## src/rtl/mmc_pkg.sv

```systemverilog
package mmc_pkg;
  // Clock rate and timing limits in their own units
  localparam int unsigned CLK_MHZ = 40;
  localparam int unsigned T_MASK_MS = 100;
  localparam int unsigned T_SEL_US = 100;
  localparam int unsigned T_PDON_MS = 100;
  localparam int unsigned T_PDOFF_MS = 300;
  localparam int unsigned T_IRQOFF_US = 500;
  // Derived cycle counts, exact products of clock rate and time
  localparam int unsigned MASK_CYC = T_MASK_MS * 1000 * CLK_MHZ;
  localparam int unsigned SEL_CYC = T_SEL_US * CLK_MHZ;
  localparam int unsigned PDON_CYC = T_PDON_MS * 1000 * CLK_MHZ;
  localparam int unsigned PDOFF_CYC = T_PDOFF_MS * 1000 * CLK_MHZ;
  localparam int unsigned IRQOFF_CYC = T_IRQOFF_US * CLK_MHZ;
  // Register byte offsets
  localparam logic [7:0] OFS_STATUS = 8'h00;
  localparam logic [7:0] OFS_MASK = 8'h04;
  localparam logic [7:0] OFS_CTRL = 8'h08;
  localparam logic [7:0] OFS_STATE = 8'h0c;
  // Field layout
  localparam int unsigned STAT_W = 5;
  localparam int unsigned COND_W = 4;
  localparam int unsigned READY_BIT = 0;
  localparam int unsigned COND_LSB = 1;
  localparam int unsigned PDOWN_BIT = 0;
  localparam int unsigned WAKE_W = 24;
  // Reset values
  localparam logic [4:0] STATUS_RST = 5'h00;
  localparam logic [4:0] MASK_RST = 5'h1f;
  localparam logic CTRL_RST = 1'b0;
  localparam logic [31:0] RDATA_RST = 32'h0000_0000;
  // Power and select state as software sees it
  typedef struct packed {
    logic selected;
    logic lp_pin;
    logic low_power;
    logic not_ready;
  } mmc_state_t;
  localparam mmc_state_t STATE_RST = 4'b0011;
endpackage : mmc_pkg

```

## src/rtl/mmc_top.sv

```systemverilog
// Operation
// RULE1 - Cleared mask resumes interrupt within 100 ms
// RULE2 - Select asserted: answer bus within 100 us
// RULE3 - Select released: stop answering within 100 us
// RULE4 - Power-down bit set: low power within 100 ms
// RULE5 - Power-down cleared: fully functional within 300 ms
// RULE6 - Functional means not-ready cleared, interrupt raised
// RULE7 - Write limits start at write completion
// RULE8 - Read limits start at read completion
// RULE9 - Flag cleared: interrupt released within 500 us
// RULE10 - Mask set: condition stops interrupt within 100 ms
// RULE11 - Select and interrupt pins are active low
module mmc_top import mmc_pkg::*; #(
  parameter int unsigned WAKE_CYC = PDOFF_CYC
) (
  input wire logic sys_clk_i,
  input wire logic rst_n_i,
  input wire logic psel_i,
  input wire logic penable_i,
  input wire logic pwrite_i,
  input wire logic [7:0] paddr_i,
  input wire logic [31:0] pwdata_i,
  output logic [31:0] prdata_o,
  output logic pready_o,
  output logic pslverr_o,
  input wire logic module_select_n_i,
  input wire logic module_reset_n_i,
  input wire logic low_power_pin_i,
  input wire logic [COND_W-1:0] cond_i,
  output logic service_request_n_o,
  output logic irq_o,
  output logic bus_active_o,
  output logic low_power_o,
  output logic module_present_n_o
);

  logic [2:0] sel_sync;
  logic [2:0] rst_sync;
  logic [2:0] lp_sync;
  logic sel_q;
  logic mrst_q;
  logic lp_q;
  logic [STAT_W-1:0] status;
  logic [STAT_W-1:0] mask;
  logic pdown;
  logic not_ready;
  logic [WAKE_W-1:0] wake_cnt;
  logic [STAT_W-1:0] next_status;
  logic [31:0] next_rdata;

  // Three-stage pin synchronisers; a change counts once stages two and three agree
  // The first stage may go metastable, so only stages two and three are compared
  always_ff @(posedge sys_clk_i) begin
    if (!rst_n_i) begin
      sel_sync <= 3'h7;
      rst_sync <= 3'h7;
      lp_sync <= 3'h0;
      sel_q <= 1'b0;
      mrst_q <= 1'b0;
      lp_q <= 1'b0;
    end else begin
      sel_sync <= {sel_sync[1:0], module_select_n_i};
      rst_sync <= {rst_sync[1:0], module_reset_n_i};
      lp_sync <= {lp_sync[1:0], low_power_pin_i};
      if (sel_sync[1] == sel_sync[2]) sel_q <= ~sel_sync[2]; // see RULE2 see RULE3 see RULE11
      if (rst_sync[1] == rst_sync[2]) mrst_q <= ~rst_sync[2];
      if (lp_sync[1] == lp_sync[2]) lp_q <= lp_sync[2];
    end
  end

  // Bus decode; one wait state so every bus output comes from a flop
  // Trade-off: one extra cycle per transfer buys short paths into the read mux
  wire acc = psel_i && penable_i;
  wire done = acc && pready_o;
  wire hit_status = (paddr_i == OFS_STATUS);
  wire hit_mask = (paddr_i == OFS_MASK);
  wire hit_ctrl = (paddr_i == OFS_CTRL);
  wire hit_state = (paddr_i == OFS_STATE);
  wire mapped = hit_status || hit_mask || hit_ctrl || hit_state;
  // Deselected module still answers the bus, but refuses every transfer with an error
  wire refuse = !mapped || !sel_q; // see RULE2 see RULE3
  wire wr_ok = done && pwrite_i && !pslverr_o; // see RULE7
  wire rd_ok = done && !pwrite_i && !pslverr_o; // see RULE8
  wire wr_status = wr_ok && hit_status;
  wire wr_mask = wr_ok && hit_mask;
  wire wr_ctrl = wr_ok && hit_ctrl;

  // Read mux, prepared during the first access cycle
  // Unmapped addresses read as zero; the error flag tells software why
  mmc_state_t st;
  assign st = '{selected: sel_q, lp_pin: lp_q, low_power: low_power_o, not_ready: not_ready};
  assign next_rdata = hit_status ? {{(32-STAT_W){1'b0}}, status} :
                      hit_mask ? {{(32-STAT_W){1'b0}}, mask} :
                      hit_ctrl ? {31'h0000_0000, pdown} :
                      hit_state ? {28'h000_0000, st} : RDATA_RST;

  always_ff @(posedge sys_clk_i) begin
    if (!rst_n_i) begin
      pready_o <= 1'b0;
      pslverr_o <= 1'b0;
      prdata_o <= RDATA_RST;
    end else begin
      pready_o <= acc && !pready_o;
      pslverr_o <= acc && !pready_o && refuse;
      prdata_o <= (acc && !pready_o && !refuse && !pwrite_i) ? next_rdata : RDATA_RST;
    end
  end

  // Wake sequence: not-ready held in power-down or soft reset, then counted out
  // Both causes share the hold path, so either one restarts the full wake count
  wire hold = pdown || mrst_q;
  wire wake_end = (wake_cnt == WAKE_W'(WAKE_CYC - 1));
  wire ready_evt = not_ready && !hold && wake_end; // see RULE6
  always_ff @(posedge sys_clk_i) begin
    if (!rst_n_i) begin
      pdown <= CTRL_RST;
      not_ready <= 1'b1;
      wake_cnt <= '0;
    end else begin
      if (wr_ctrl) pdown <= pwdata_i[PDOWN_BIT]; // see RULE4 see RULE5
      if (hold) begin
        not_ready <= 1'b1;
        wake_cnt <= '0;
      end else if (ready_evt) begin
        not_ready <= 1'b0; // see RULE5
        wake_cnt <= '0;
      end else if (not_ready) begin
        wake_cnt <= wake_cnt + 1'b1;
      end
    end
  end

  // Sticky flags: a new event wins over a write-one clear in the same cycle
  // A lost event is worse than a repeated interrupt, hence set over clear
  wire [STAT_W-1:0] set_vec = {cond_i, ready_evt};
  wire [STAT_W-1:0] clr_vec = wr_status ? pwdata_i[STAT_W-1:0] : '0;
  assign next_status = (status & ~clr_vec) | set_vec;
  wire pend = |(next_status & ~mask);
  always_ff @(posedge sys_clk_i) begin
    if (!rst_n_i) begin
      status <= STATUS_RST;
      mask <= MASK_RST;
      irq_o <= 1'b0;
      service_request_n_o <= 1'b1;
      low_power_o <= 1'b1;
      bus_active_o <= 1'b0;
      module_present_n_o <= 1'b0;
    end else begin
      status <= next_status; // see RULE9
      if (wr_mask) mask <= pwdata_i[STAT_W-1:0]; // see RULE1 see RULE10
      // Mask change reaches irq_o on the second edge after the write, far inside the allowed time
      irq_o <= pend; // see RULE1 see RULE9 see RULE10
      service_request_n_o <= ~pend; // see RULE11
      low_power_o <= hold || lp_q || (wr_ctrl && pwdata_i[PDOWN_BIT]); // see RULE4
      bus_active_o <= sel_q;
      module_present_n_o <= 1'b0;
    end
  end
endmodule : mmc_top

```

## config.mk

```make
export PLATFORM = sky130hd
export DESIGN_NAME = mmc_top
export DESIGN_NICKNAME = d
export VERILOG_FILES = /design/src/rtl/mmc_pkg.sv /design/src/rtl/mmc_top.sv
export SDC_FILE = /design/constraint.sdc
export NUM_CORES = 1
export LEC_CHECK = 0
export BUFFER_PORTS_ARGS = -buffer_cell sky130_fd_sc_hd__buf_4
export CAP_MARGIN = 20
export CELL_PAD_IN_SITES_DETAIL_PLACEMENT = 1
export CELL_PAD_IN_SITES_GLOBAL_PLACEMENT = 1
export CORE_MARGIN = 4
export CORE_UTILIZATION = 39
export CTS_CLUSTER_DIAMETER = 40
export CTS_CLUSTER_SIZE = 8
export DETAILED_ROUTE_END_ITERATION = 8
export PLACE_DENSITY_LB_ADDON = 0.2
export SYNTH_ARGS = -nofsm -noshare
export SYNTH_HDL_FRONTEND = slang
export SYNTH_SLANG_ARGS = --single-unit
```

## constraint.sdc

```tcl
create_clock -name sys_clk_i -period 3.2 [get_ports sys_clk_i]
set_input_delay 0.64 -clock sys_clk_i [delete_from_list [all_inputs] [get_ports sys_clk_i]]
set_output_delay 0.64 -clock sys_clk_i [all_outputs]
set_load 0.02 [all_outputs]
```

==> results_dict.tcl <==
set metrics [dict create \
    ant_nets 0 \
    viasPerCell 4.951 \
    grt_util_all_layers 0.1436 \
    hp-start "sel_sync[0]" \
    mostFrequentLayoutCell "dfxtp_1" \
    power_density_nw_per_um2 499.9 \
    slew_viol_final 0 \
    grt_max_degree 32 \
    syn_area_sq_um 2651 \
    wl_per_cell_um 13.63 \
    h-tree-depth 3 \
    tightestPinTransition_ns 0.7263 \
    nNetsFinal 379 \
    drt-total-wl_um 5559 \
    synth_edf_count 0 \
    slowest_stage "or4_1" \
    worstPathMaxFanout 4 \
    place.detailed.hpwl_um 3957 \
    final.setup_skew_ns 0.008835 \
    grt_pass1_vias 1999 \
    area_growth_pct 15.43 \
    initial_utilization 0.4105 \
    ir_drop_v 0.0003201 \
    drc_errors 0 \
    startpoint_type "input pin" \
    p_leak_nw 1.217 \
    fin_tns_setup_ns 0 \
    r2r_slack_ns 1.09 \
    crit_chain "buf_4 -> nor4_4 -> nand4_2 -> or3_1 -> a221o_1 -> or4_1" \
    crit_family "simple AND/OR/NAND/NOR gates" \
    postSynthCellCount 290 \
    finalSetupViolCount 0 \
    cts_buffers 9 \
    endpoint_kind "flop" \
    ys_seq_area_frac 0.4455 \
    ctsResizeCount 0 \
    post-route-period-util 0.7100 \
    grt_pass1_wl_um 9625 \
    cts_sinks 59 \
    insertion_delay_ns 0.33 \
    slew_headroom 0.5113 \
    cts_setup_buffers 0 \
    fmax_mhz 440.2 \
    cts_tree "built" \
    holdPathStages 1 \
    clk_pin_slew_ns 0.07 \
    die_w_um 90.45 \
    max_stage_delay_ns 0.46 \
    vias 2020 \
    layout_min_cycle_time_ns 2.272 \
    status "completed" \
    drt_pass1_iterations 4 \
    grt_antenna_before_repair 0 \
    critical_path_class "in2reg" \
    gr-total-overflow 0 \
    yosys_register_bits 59 \
    holdWs_ns 0.4054 \
    placed_cells_incl_taps 392 \
    r2r-end "wake_cnt[19]" \
    antenna_cells 0 \
    synth_cell_types 44 \
    cts-root-buf "clkbuf_8" \
    maxCapViolations 0 \
    crit-reg2reg-launch "wake_cnt[4]" \
    dieHeight_um 90.45 \
    portBuffers 35 \
    die_area_sq_um 8181 \
    worstPathRequired_ns 3.41 \
    synthArstFlopShare 0 \
    final_cells 408 \
    core_area_sq_um 6459 \
    drt_iter0_markers 55 \
    worstRegToRegCells 5 \
    path_buf_inv 1 \
    avgSynthCellArea_sq_um 9.142 \
    io_pins 91 \
    grt_setup_unrepaired "no" \
    min_to "sel_sync[1]" \
    row_count 29 \
    final_util 0.4738 \
    hold_path_class "reg2reg" \
    finalHoldViolations 0 \
    mostFrequentLayoutCells "dfxtp_1, nor2_1, buf_4" \
    layout-drive-gt1-share 0.1964 \
    clock_path_buffers 2 \
    arrival_ns 2.48 \
    ys.flop_type "dfxtp_1" \
    gp_congestion 0.7979 \
    cts_hold_buf 0 \
    ys_warn_count 0 \
]
[flip-flops by register name (all words and copies together), names as in the netlist, 3 cells and up]
signal / cells
prdata_o: 5
lp_sync: 3
sel_sync: 3
wake_cnt: 24
rst_sync: 3
mask: 5
status: 5
[cell type report]
| class | instances | area (sq um) |
|---|---|---|
| fillers | 808 | 3398 |
| multi-input cells | 214 | 1296 |
| clock buffers | 11 | 141.4 |
| inverters | 6 | 22.52 |
| repair buffers | 36 | 270.3 |
| well taps | 77 | 96.34 |
| flip-flops and latches | 59 | 1181 |
| clock inverters | 5 | 52.55 |
[stage by stage]
step | instance area, sq um | power, mW | setup WS [ns]
2_1_floorplan | 2753 | 0.8697 | 0.8440
3_3_place_gp | 2867 | 0.8813 | 0.5669
3_5_place_dp | 2867 | 0.8835 | 0.5723
4_1_cts | 3060 | 1.561 | 0.9388
5_1_grt | 3060 | 1.608 | 0.8303
6_report | 3060 | 1.530 | 0.9281
[worst max-delay path by stage]
stage | start | depth (start not counted) | slack [ns] | end
CTS | paddr_i[1] | 6 | 0.94 | irq_o
floorplan | paddr_i[1] | 5 | 0.84 | irq_o
finish | paddr_i[1] | 6 | 0.93 | irq_o
global placement | paddr_i[1] | 6 | 0.57 | irq_o
detailed placement | paddr_i[1] | 6 | 0.57 | irq_o
global route | paddr_i[1] | 6 | 0.83 | irq_o
[synth_stat cells, drive strengths merged, types with 5 or more instances]
| library cell | count | area share |
|---|---|---|
| clkbuf | 6 | 0.0085 |
| buf | 32 | 0.087 |
| mux2i | 7 | 0.026 |
| nand3 | 5 | 0.0094 |
| nand2b | 10 | 0.024 |
| nor2 | 42 | 0.059 |
| nor3 | 6 | 0.011 |
| nand4 | 12 | 0.031 |
| xnor2 | 14 | 0.046 |
| nor4 | 7 | 0.027 |
| nor2b | 5 | 0.012 |
| dfxtp | 59 | 0.45 |
| and2 | 5 | 0.012 |
| xor2 | 9 | 0.030 |
| inv | 6 | 0.0085 |
| nand2 | 23 | 0.033 |
[where the power goes]
group | leakage (nW) | internal [mW] | total (mW) | switching (mW)
registers | 0.480 | 0.748 | 0.756 | 0.00849
logic | 0.638 | 0.0429 | 0.111 | 0.0684
clock network | 0.0991 | 0.377 | 0.662 | 0.286
[metal layers]
layer | track usage | up-vias | wire (um) | part of all wire
met5 | 0 | - | 0 | 0
met4 | 0.04974 | 0 | 83 | 0.015
met3 | 0.06417 | 7 | 315 | 0.057
met2 | 0.2321 | 50 | 2652 | 0.48
met1 | 0.1688 | 961 | 2506 | 0.45
li1 | - | 1002 | - | -
[kinds of logic after synthesis]
| group | count (synthesis) | share of synthesized area |
|---|---|---|
| fa+ha+maj | 1 | 0.004718 |
| simple gates | 127 | 0.2553 |
| mux | 11 | 0.04766 |
| compound gates | 24 | 0.06560 |
| buf+inv | 44 | 0.1038 |
| xor+xnor | 23 | 0.07598 |
| flops | 59 | 0.4455 |
| other cells | 1 | 0.001414 |
No activity file was read; power rests on OpenSTA's default activity.
